--- config.mk ---
export PLATFORM = sky130hd
export DESIGN_NAME = esr_core
export DESIGN_NICKNAME = d
export VERILOG_FILES = /design/src/core/esr_pkg.sv /design/src/core/esr_core.sv
export VERILOG_INCLUDE_DIRS = /design/src /design/src/core
export SDC_FILE = /design/constraint.sdc
export NUM_CORES = 1
export LEC_CHECK = 0
export CORE_MARGIN = 8
export CORE_UTILIZATION = 59
export CTS_BUF_LIST = sky130_fd_sc_hd__clkbuf_4 sky130_fd_sc_hd__clkbuf_8
export CTS_CLUSTER_DIAMETER = 60
export DETAILED_ROUTE_END_ITERATION = 10
export DONT_BUFFER_PORTS = 1
export PLACE_DENSITY_LB_ADDON = 0.3
export SYNTH_ARGS = -nofsm -noshare
export SYNTH_HDL_FRONTEND = slang
export SYNTH_SLANG_ARGS = --single-unit
--- constraint.sdc ---
create_clock -name mclk -period 1.8 [get_ports mclk]
set_input_delay 0 -clock mclk [delete_from_list [all_inputs] [get_ports mclk]]
set_output_delay 0 -clock mclk [all_outputs]
set_load 0.01 [all_outputs]
--- src/core/esr_map.svh ---
// register offsets, field positions, request codes and reset values
`ifndef ESR_MAP_SVH
`define ESR_MAP_SVH

`define ESR_ADDR_W          6
`define ESR_OFF_SETUP0      6'h00
`define ESR_OFF_SETUP7      6'h07
`define ESR_OFF_EP0CS       6'h08
`define ESR_OFF_INBC        6'h09
`define ESR_OFF_FUNC_ADDR   6'h0a
`define ESR_OFF_FRML        6'h0b
`define ESR_OFF_FRMH        6'h0c
`define ESR_OFF_IRQ_STAT    6'h0d
`define ESR_OFF_IRQ_MASK    6'h0e
`define ESR_OFF_REENUM      6'h0f
`define ESR_OFF_INBUF       6'h20
`define ESR_OFF_INBUF_END   6'h3f

`define ESR_BIT_HS_NAK      1
`define ESR_BIT_SETUP_IRQ   0
`define ESR_BIT_SOF_IRQ     1
`define ESR_BIT_REENUM_IRQ  2
`define ESR_BIT_CFG_IRQ     3
`define ESR_IRQ_W           4

`define ESR_FRAME_W         11
`define ESR_RTYPE_STD       2'b00
`define ESR_RTYPE_VENDOR    2'b10
`define ESR_REQ_SET_ADDR    8'h05
`define ESR_REQ_GET_CFG     8'h08
`define ESR_REQ_SET_CFG     8'h09
`define ESR_REQ_GET_IF      8'h0a
`define ESR_REQ_SET_IF      8'h0b
`define ESR_REQ_SYNC        8'h0c
`define ESR_RST_FUNC_ADDR   7'h00

`endif

--- src/core/esr_pkg.sv ---
// types shared by the endpoint-zero request handler
package esr_pkg;
    typedef enum logic [1:0] {
        ESR_ST_IDLE   = 2'b00,
        ESR_ST_HOLD   = 2'b01,
        ESR_ST_STATUS = 2'b10
    } esr_state_t;

    typedef enum logic [1:0] {
        ESR_CLS_STD    = 2'b00,
        ESR_CLS_CLASS  = 2'b01,
        ESR_CLS_VENDOR = 2'b10,
        ESR_CLS_RSVD   = 2'b11
    } esr_class_t;
endpackage

--- src/core/esr_core.sv ---
// endpoint-zero standard request handling with address and frame tracking
`timescale 1ns/1ps
`include "esr_map.svh"

// Contract
// - configuration changes leave endpoint state untouched
// - status stage held until handshake bit released
// - answer only address zero until assigned
// - core copies set-address into function address
// - address holds until bus reset, detach or soft re-enumeration
// - function address readable, CPU writes ignored
// - soft re-enumeration clears function address
// - core exposes current frame number registers
// - frame number eleven bits, wraps at 2048
// - request class from type bits six:five
module esr_core (
    input  wire logic                   mclk,
    input  wire logic                   srst,
    // usb side
    input  wire logic                   setup_valid,
    input  wire logic [63:0]            setup_bytes,
    input  wire logic                   status_token,
    input  wire logic                   status_ok,
    input  wire logic                   sof_valid,
    input  wire logic [10:0]            sof_frame,
    input  wire logic                   bus_reset,
    input  wire logic                   detach,
    input  wire logic [6:0]             token_addr,
    input  wire logic                   token_valid,
    output logic                        token_match,
    output logic                        status_ack,
    output logic                        status_nak,
    output logic [6:0]                  function_address_register,
    output logic                        is_vendor_req,
    // cpu side
    input  wire logic [5:0]             cpu_addr,
    input  wire logic [7:0]             cpu_wdata,
    input  wire logic                   cpu_wr,
    input  wire logic                   cpu_rd,
    output logic [7:0]                  cpu_rdata,
    output logic                        irq
);

    // ------------------------------------------------------------
    // request decode
    // ------------------------------------------------------------
    function automatic esr_pkg::esr_class_t req_class(input logic [7:0] t);
        req_class = esr_pkg::esr_class_t'(t[6:5]);
    endfunction

    function automatic logic [7:0] sbyte(input logic [63:0] s,
                                         input logic [2:0] i);
        sbyte = s[{i, 3'h0} +: 8];
    endfunction

    esr_pkg::esr_state_t st_q;
    logic [63:0]         setup_q;
    logic                hs_nak_q;
    logic [6:0]          pend_addr_q;
    logic                pend_addr_v_q;
    logic [10:0]         frame_q;
    logic [7:0]          inbc_q;
    logic [7:0]          inbuf_q [0:31];
    logic [`ESR_IRQ_W-1:0] stat_q;
    logic [`ESR_IRQ_W-1:0] mask_q;
    logic                soft_reenum;
    logic                release_wr;
    logic                is_std;
    logic [7:0]          req_code;

    assign is_std      = req_class(sbyte(setup_bytes, 3'h0))
                         == esr_pkg::ESR_CLS_STD;
    assign req_code    = sbyte(setup_bytes, 3'h1);
    assign release_wr  = cpu_wr && cpu_addr == `ESR_OFF_EP0CS
                         && cpu_wdata[`ESR_BIT_HS_NAK];
    assign soft_reenum = cpu_wr && cpu_addr == `ESR_OFF_REENUM
                         && cpu_wdata[0];

    // ------------------------------------------------------------
    // control transfer sequencing
    // ------------------------------------------------------------
    always_ff @(posedge mclk) begin
        if (srst) begin
            st_q     <= esr_pkg::ESR_ST_IDLE;
            hs_nak_q <= 1'b0;
            setup_q  <= 64'h0;
        end else if (setup_valid) begin
            setup_q  <= setup_bytes;
            st_q     <= esr_pkg::ESR_ST_HOLD;
            hs_nak_q <= 1'b1;
        end else begin
            case (st_q)
                esr_pkg::ESR_ST_HOLD: begin
                    if (release_wr) begin
                        hs_nak_q <= 1'b0;
                        st_q    <= esr_pkg::ESR_ST_STATUS;
                    end
                end
                esr_pkg::ESR_ST_STATUS: begin
                    if (status_token && status_ok) begin
                        st_q <= esr_pkg::ESR_ST_IDLE;
                    end
                end
                default: st_q <= esr_pkg::ESR_ST_IDLE;
            endcase
        end
    end

    // status stage answer, one cycle per status token
    always_ff @(posedge mclk) begin
        if (srst) begin
            status_ack <= 1'b0;
            status_nak <= 1'b0;
        end else begin
            status_ack <= status_token
                          && st_q == esr_pkg::ESR_ST_STATUS;
            status_nak <= status_token
                          && st_q != esr_pkg::ESR_ST_STATUS;
        end
    end

    // ------------------------------------------------------------
    // function address: set only by the core; a cpu write can only clear it, through soft re-enumeration
    // ------------------------------------------------------------
    always_ff @(posedge mclk) begin
        if (srst) begin
            pend_addr_q   <= `ESR_RST_FUNC_ADDR;
            pend_addr_v_q <= 1'b0;
            function_address_register <= `ESR_RST_FUNC_ADDR;
        end else if (bus_reset || detach || soft_reenum) begin
            pend_addr_v_q <= 1'b0;
            function_address_register <= `ESR_RST_FUNC_ADDR;
        end else if (setup_valid) begin
            // address field is the low seven bits of setup byte 2
            pend_addr_q   <= setup_bytes[22:16];
            pend_addr_v_q <= is_std
                             && req_code == `ESR_REQ_SET_ADDR;
        end else if (pend_addr_v_q && status_token && status_ok
                     && st_q == esr_pkg::ESR_ST_STATUS) begin
            // takes effect after status stage completes at old address
            function_address_register <= pend_addr_q;
            pend_addr_v_q <= 1'b0;
        end
    end

    always_ff @(posedge mclk) begin
        if (srst) begin
            token_match   <= 1'b0;
            is_vendor_req <= 1'b0;
        end else begin
            token_match   <= token_valid
                             && token_addr == function_address_register;
            if (setup_valid) begin
                is_vendor_req <= req_class(sbyte(setup_bytes, 3'h0))
                                 == esr_pkg::ESR_CLS_VENDOR;
            end
        end
    end

    // ------------------------------------------------------------
    // frame number, eleven bits from each start of frame
    // ------------------------------------------------------------
    always_ff @(posedge mclk) begin
        if (srst) begin
            frame_q <= 11'h000;
        end else if (sof_valid) begin
            frame_q <= sof_frame;
        end
    end

    // ------------------------------------------------------------
    // ep zero in buffer and byte count written by firmware
    // configuration requests change no endpoint state here
    // ------------------------------------------------------------
    always_ff @(posedge mclk) begin
        if (srst) begin
            inbc_q <= 8'h00;
        end else if (cpu_wr && cpu_addr == `ESR_OFF_INBC) begin
            inbc_q <= cpu_wdata;
        end
    end

    always_ff @(posedge mclk) begin
        if (cpu_wr && cpu_addr >= `ESR_OFF_INBUF) begin
            inbuf_q[cpu_addr[4:0]] <= cpu_wdata;
        end
    end

    // ------------------------------------------------------------
    // interrupts: sticky, write one to clear, set wins
    // ------------------------------------------------------------
    logic [`ESR_IRQ_W-1:0] ev;
    logic [`ESR_IRQ_W-1:0] clr;
    assign ev[`ESR_BIT_SETUP_IRQ]  = setup_valid;
    assign ev[`ESR_BIT_SOF_IRQ]    = sof_valid;
    assign ev[`ESR_BIT_REENUM_IRQ] = bus_reset;
    assign ev[`ESR_BIT_CFG_IRQ]    = setup_valid && is_std
        && (req_code == `ESR_REQ_SET_CFG || req_code == `ESR_REQ_SET_IF);
    assign clr = (cpu_wr && cpu_addr == `ESR_OFF_IRQ_STAT)
                 ? cpu_wdata[`ESR_IRQ_W-1:0] : '0;

    always_ff @(posedge mclk) begin
        if (srst) begin
            stat_q <= '0;
        end else begin
            stat_q <= (stat_q & ~clr) | ev;
        end
    end

    always_ff @(posedge mclk) begin
        if (srst) begin
            mask_q <= '0;
        end else if (cpu_wr && cpu_addr == `ESR_OFF_IRQ_MASK) begin
            mask_q <= cpu_wdata[`ESR_IRQ_W-1:0];
        end
    end

    always_ff @(posedge mclk) begin
        if (srst) begin
            irq <= 1'b0;
        end else begin
            irq <= |(((stat_q & ~clr) | ev) & mask_q);
        end
    end

    // ------------------------------------------------------------
    // cpu read port, data one cycle after strobe
    // ------------------------------------------------------------
    always_ff @(posedge mclk) begin
        if (srst) begin
            cpu_rdata <= 8'h00;
        end else if (!cpu_rd) begin
            cpu_rdata <= 8'h00;
        end else if (cpu_addr <= `ESR_OFF_SETUP7) begin
            cpu_rdata <= sbyte(setup_q, cpu_addr[2:0]);
        end else if (cpu_addr == `ESR_OFF_EP0CS) begin
            cpu_rdata <= {6'h00, hs_nak_q, 1'b0};
        end else if (cpu_addr == `ESR_OFF_INBC) begin
            cpu_rdata <= inbc_q;
        end else if (cpu_addr == `ESR_OFF_FUNC_ADDR) begin
            cpu_rdata <= {1'b0, function_address_register};
        end else if (cpu_addr == `ESR_OFF_FRML) begin
            cpu_rdata <= frame_q[7:0];
        end else if (cpu_addr == `ESR_OFF_FRMH) begin
            cpu_rdata <= {5'h00, frame_q[10:8]};
        end else if (cpu_addr == `ESR_OFF_IRQ_STAT) begin
            cpu_rdata <= {4'h0, stat_q};
        end else if (cpu_addr == `ESR_OFF_IRQ_MASK) begin
            cpu_rdata <= {4'h0, mask_q};
        end else if (cpu_addr >= `ESR_OFF_INBUF) begin
            cpu_rdata <= inbuf_q[cpu_addr[4:0]];
        end else begin
            cpu_rdata <= 8'h00;
        end
    end
endmodule // esr_core

### Word level (Yosys, flattened, before mapping)

Memories as Yosys holds them, arrays and structs flattened.
Index checks and enable logic that the tools add are counted.

| storage, ports and cells | value |
|---|---|
| register bits after elaboration | 122 |
| latch bits | 0 |
| RAM bits | 256 |
| memory bits (read-only) | 0 |
| bits of input ports | 107 |
| output and inout bits | 20 |
| word-level logic and storage cells | 103 |
| memories kept | 1 |

Memories:

| name | depth | width | rd ports | clocked after Yosys merged registers in | wr ports | line | source |
|---|---|---|---|---|---|---|---|
| inbuf_q | 32 | 8 | 1 | 0 | 1 | esr_core.sv:63 | `logic [7:0] inbuf_q [0:31];` |

| cells by class | value |
|---|---|
| add/subtract/negate cells | 0 |
| multipliers | 0 |
| div/mod/pow operators | 0 |
| magnitude comparators | 2 |
| eq/ne operators | 20 |
| shifts and indexed selects | 1 |
| muxes and demuxes | 21 |
| bitwise gates (word level) | 7 |
| reduce and logical (&&, ||, !) cells | 34 |

Operator list:

| operator | count |
|---|---|
| two-way mux 8 bit | 9 |
| indexed part select 64 x 7 -> 8 bit | 1 |
| equality test 6 x 4 -> 1 bit (second input constant) | 8 |
| logical AND 1 bit | 18 |
| equality test 8 x 4 -> 1 bit (second input constant) | 2 |
| AND reduction 2 bit | 5 |
| bitwise AND 4 bit | 2 |
| equality test 8 x 3 -> 1 bit (second input constant) | 1 |
| two-way mux 1 bit | 8 |
| equality test 7 bit | 1 |
| >= comparator 6 bit (second input constant) | 1 |
| less-or-equal comparator 6 x 3 -> 1 bit (second input constant) | 1 |
| inequality test 2 bit (second input constant) | 3 |
| inequality test 3 bit (second input constant) | 2 |
| nonzero test 2 bit | 3 |
| OR reduction 2 bit | 3 |
| equality test 2 bit (second input constant) | 2 |
| two-way mux 2 bit | 2 |
| two-way mux 4 bit | 1 |
| inverter 4 bit | 1 |
| bitwise OR 4 bit | 1 |
| one-hot mux 2 bit (2 select lines) | 1 |
| OR reduction 4 bit | 1 |
| logical OR 1 bit | 3 |
| 3 further kinds | 5 |

### Longest topological paths before layout

| logic depth | value |
|---|---|
| depth after elaboration | 10 |
| depth in mapped cells | 9 |
| gate-level depth less buffers | 5 |

### Worst setup path before layout

OpenSTA, ideal clock, no wires.

| timing path | value |
|---|---|
| path kind | input-to-reg |
| from | input port cpu_addr[1] |
| to | memory inbuf_q[22][0], enable pin |
| setup time | 0.370 ns |
| data arrival time | 1.572 ns |
| required time | 1.430 ns |
| setup slack | -0.142 ns |
| stages | 7 |
| path buffers | 4 |
| cell sequence | buf_2 buf_4 buf_4 nor2b_1 buf_2 nand3_1 nor2_1 |

| on the way | value |
|---|---|
| cells in the longest elaborated chain, start to end | 4 |

RTL lines:

| what | line | source |
|---|---|---|
| from (decl) | esr_core.sv:36 | `input wire logic [5:0] cpu_addr,` |
| >= comparator 6 bit (no line) | - |  |
| logical AND 1 bit (no line) | - |  |
| two-way mux 1 bit | esr_core.sv:184 | `` if (cpu_wr && cpu_addr >= `ESR_OFF_INBUF) begin `` |
| two-way mux 1 bit (not written as such) | esr_core.sv:185 | `inbuf_q[cpu_addr[4:0]] <= cpu_wdata;` |
| to (decl) | esr_core.sv:63 |  |

Several ways; a longest one is shown, not always the timed one.

### Worst setup path after layout

| timing path | value |
|---|---|
| from | input port cpu_addr[4] |
| to | register st_q[1] |

| on the way | value |
|---|---|
| cells in the longest elaborated chain, start to end | 5 |

RTL lines:

| what | line | source |
|---|---|---|
| equality test 6 x 4 -> 1 bit (no line) | - |  |
| logical AND 1 bit (no line) | - |  |
| logical AND 1 bit | esr_core.sv:74 | `` assign release_wr = cpu_wr && cpu_addr == `ESR_OFF_EP0CS `` |
| inequality test 2 bit (no line) | - |  |
| AND reduction 2 bit (no line) | - |  |
| to (signal assigned) | esr_core.sv:84 | `st_q <= esr_pkg::ESR_ST_IDLE;` |
| to (signal assigned) | esr_core.sv:89 | `st_q <= esr_pkg::ESR_ST_HOLD;` |
| to (signal assigned) | esr_core.sv:96 | `st_q <= esr_pkg::ESR_ST_STATUS;` |
| to (decl) | esr_core.sv:56 | `esr_pkg::esr_state_t st_q;` |

Every way passes these cells.
A chain may end at the register's enable or synchronous reset.

==> impl_metrics.tcl <==
set metrics [dict create \
    slowest_delay_ns 0.58 \
    crit_buf_inv 3 \
    endpoint_kind "flop" \
    async_reset_ff_share_pct 0 \
    grt-ovfl-total 0 \
    wl_per_cell_um 27.2 \
    ys_ff_latch 378 \
    holdWs_ns -0.407 \
    final_layout_size_suffix_gt1_share_pct 20.8 \
    via_per_inst 6.40 \
    final_antenna_net_count 0 \
    syn_area_mm2 0.0155 \
    min_from "cpu_addr[3]" \
    crit_chain "buf_12 -> nor4b_4 -> buf_4 -> nand4_1 -> or3b_4 -> a211oi_2 -> dlygate4sd3_1" \
    cp.required_ns 2.35 \
    cts.sinks 378 \
    first_pass_iters 8 \
    grt_pass1_wl_um 66400 \
    synth_ff_type "edfxtp_1" \
    fmax_ghz 0.525 \
    antenna_found_initial 3 \
    ys_warn_count 0 \
    grtUsageMet3_pct 6.98 \
    violations "negative hold slack, negative setup slack" \
    io_pins 127 \
    vias 10600 \
    wl_um 45200 \
    grt_pass1_vias 11000 \
    instances_no_fill 1662 \
    cts_tree "done" \
    worstPathMaxFanout 31 \
    synthCells 1024 \
    grt_max_degree 109 \
    port_buffers 0 \
    relSlewSlack_pct 25.0 \
    period_share_pct 106 \
    fin_ws_ns -0.103 \
    arrival_ns 2.45 \
    finalSetupViolCount 6 \
    die_w_um 178 \
    clk_latency_ns 0.61 \
    final_cell_mix "edfxtp_1 (256), dlygate4sd3_1 (191), nor2_1 (145)" \
    drtIter0Drc 1214 \
    drc 0 \
    hold_viol_final 8 \
    rows 59 \
    slew_violations 0 \
    synthToLayoutAreaGrowth_pct 25.9 \
    core_area_mm2 0.0259 \
    use_met1_pct 34.0 \
    dp_cells 1337 \
    critPathLaunchType "primary input" \
    place_congestion 0.880 \
    clock_skew_ns 0.0467 \
    power_mw 17.9 \
    cpMaxStageDelayCell "dlygate4sd3_1" \
    cp_top_family "simple AND/OR/NAND/NOR gates" \
    clk_pin_slew_ns 0.07 \
    syn_area_per_cell_um2 15.1 \
    cts_max_level 2 \
    placed_area_mm2 0.0159 \
    final_area_mm2 0.0195 \
    fp.dieH_um 178 \
    yosysSeqAreaShare_pct 65.5 \
    worstSetupStartpoint "cpu_addr[4]" \
    outcome "finished, violations left" \
    gr-usage-all-layers_pct 28.0 \
    drv_cap 0 \
    grt_busiest_layer "met2" \
    crit_type "in2reg" \
    r2r-start "inbuf_q[22][2]$_DFFE_PP_" \
    utilization_pct 75.1 \
    cts_made_buffers 56 \
    final_common_cell "edfxtp_1" \
    rsz0062_at_grt "yes" \
    worst_pin_slew_ns 1.12 \
    hold_class "in2reg" \
    cts_max_path_buffers 3 \
    hpwl_um 23200 \
    fin_crit_ns 1.90 \
    power.leakage_nw 7.07 \
    synth_fp_nets 1131 \
    ir_worst_vdd_uv 831 \
    die_area_mm2 0.0316 \
    synth_edf_count 256 \
    synthDistinctLibCells 61 \
    fin_nets 1385 \
    start_util_pct 59.7 \
    clockRootBuffer "clkbuf_8" \
    use_met2_pct 46.1 \
    pwr_density_cell_mw_per_mm2 918 \
]
-- routing by layer --
| metal | vias to the layer above | wire [µm] |
|---|---|---|
| met5 | - | 0 |
| met4 | 0 | 2560 |
| met3 | 192 | 4840 |
| met2 | 754 | 21400 |
| met1 | 5237 | 16400 |
| li1 | 4455 | - |
-- sequential cells by signal, indices dropped and copies added, names as in the netlist, 2 cells and up --
signal                     cells
cpu_rdata                      8
frame_q                       11
function_address_register      7
inbc_q                         8
inbuf_q                      256
mask_q                         4
pend_addr_q                    7
setup_q                       64
st_q                           2
stat_q                         4
-- kinds of logic (layout without fill, tap and decap cells) --
group                     count (synthesis)  in the layout  share of synthesized area [%]
AOI/OAI and AO/OA                        89             89                           4.01
xor gates and xnor gates                  7              7                          0.397
buffers and inverters                    78            378                           2.57
DFF                                     378            378                           65.5
muxes                                   213            213                           19.7
other                                     0              3                              0
and+or+nand+nor                         259            259                           7.82
-- layout make-up --
class / count / area [µm²]
clock inverters: 26 / 139
flip-flops and latches: 378 / 10100
well taps: 335 / 419
repair buffers: 265 / 2710
clock buffers: 78 / 961
inverters: 9 / 33.8
diodes: 3 / 7.51
fillers: 1426 / 6450
multi-input cells: 568 / 5060
-- report_power, final --
group          leakage, nW  total (mW)  switching (mW)  internal (mW)
logic                 3.17        1.46           0.674          0.786
registers             3.31        9.53           0.105           9.43
clock network        0.589        6.87            3.28           3.59
total                 7.07        17.9            4.05           13.8
-- Yosys cell counts (all sizes together), types with 2 or more instances --
cell type | count | area, µm²
edfxtp | 256 | 7690
nor2 | 154 | 581
mux2i | 125 | 1250
dfxtp | 122 | 2440
mux4 | 71 | 1600
buf | 45 | 274
nand2 | 25 | 96.4
clkbuf | 24 | 90.1
nand3 | 21 | 110
mux2 | 17 | 191
o21ai | 16 | 80.1
a21oi | 15 | 75.1
nand2b | 10 | 62.6
nor2b | 10 | 62.6
inv | 9 | 33.8
nand4 | 9 | 56.3
nand3b | 8 | 60.1
o22ai | 8 | 50.1
a22oi | 7 | 52.6
a211oi | 6 | 45.0
a22o | 5 | 43.8
xnor2 | 5 | 43.8
a31oi | 4 | 25.0
a32oi | 4 | 35.0
nor4 | 4 | 25.0
and3b | 3 | 26.3
nor3b | 3 | 22.5
or3 | 3 | 18.8
a2111oi | 2 | 17.5
a221oi | 2 | 17.5
a311oi | 2 | 17.5
and3 | 2 | 12.5
o221ai | 2 | 17.5
o311ai | 2 | 17.5
o41ai | 2 | 17.5
xor2 | 2 | 17.5
-- timing repair --
action	in CTS	in global routing
setup buffers	0	8
hold buffers	221	2
gates cloned	0	2
setup endpoints to repair	2	25
pin swaps	0	8
endpoints found under the hold margin	489	9
resized for setup	2	18
-- path summary, 6_finish.rpt --
| path | end | slack [ns] | cells after the start |
|---|---|---|---|
| worst max-delay path | st_q[1]$_SDFFE_PP0P_ | -0.10 | 7 |
| worst min-delay path | cpu_rdata[7]$_SDFF_PP0_ | -0.41 | 2 |
| worst max register to register | cpu_rdata[2]$_SDFF_PP0_ | 0 | 5 |
| worst min register to register | setup_q[59]$_SDFFE_PP0P_ | 0.49 | 2 |
-- per-stage QoR --
stage               hold WS, ns  setup TNS, ns  setup WS [ns]
finish                   -0.407         -0.282         -0.103
global route             -0.409         -0.555         -0.135
CTS                      -0.448              0        0.00346
detailed placement       0.0871        -0.0240        -0.0240
global placement         0.0847              0         0.0290
floorplan                0.0989         -14.65         -0.134
-- worst reg2reg max path, stage by stage, from the launching register on --
cell,delay [ns]
edfxtp_1,0.37
mux4_2,0.46
mux2_4,0.28
a22o_1,0.24
a211oi_2,0.21
o32ai_2,0.12
Note: power is estimated with default switching activity, not from simulation.
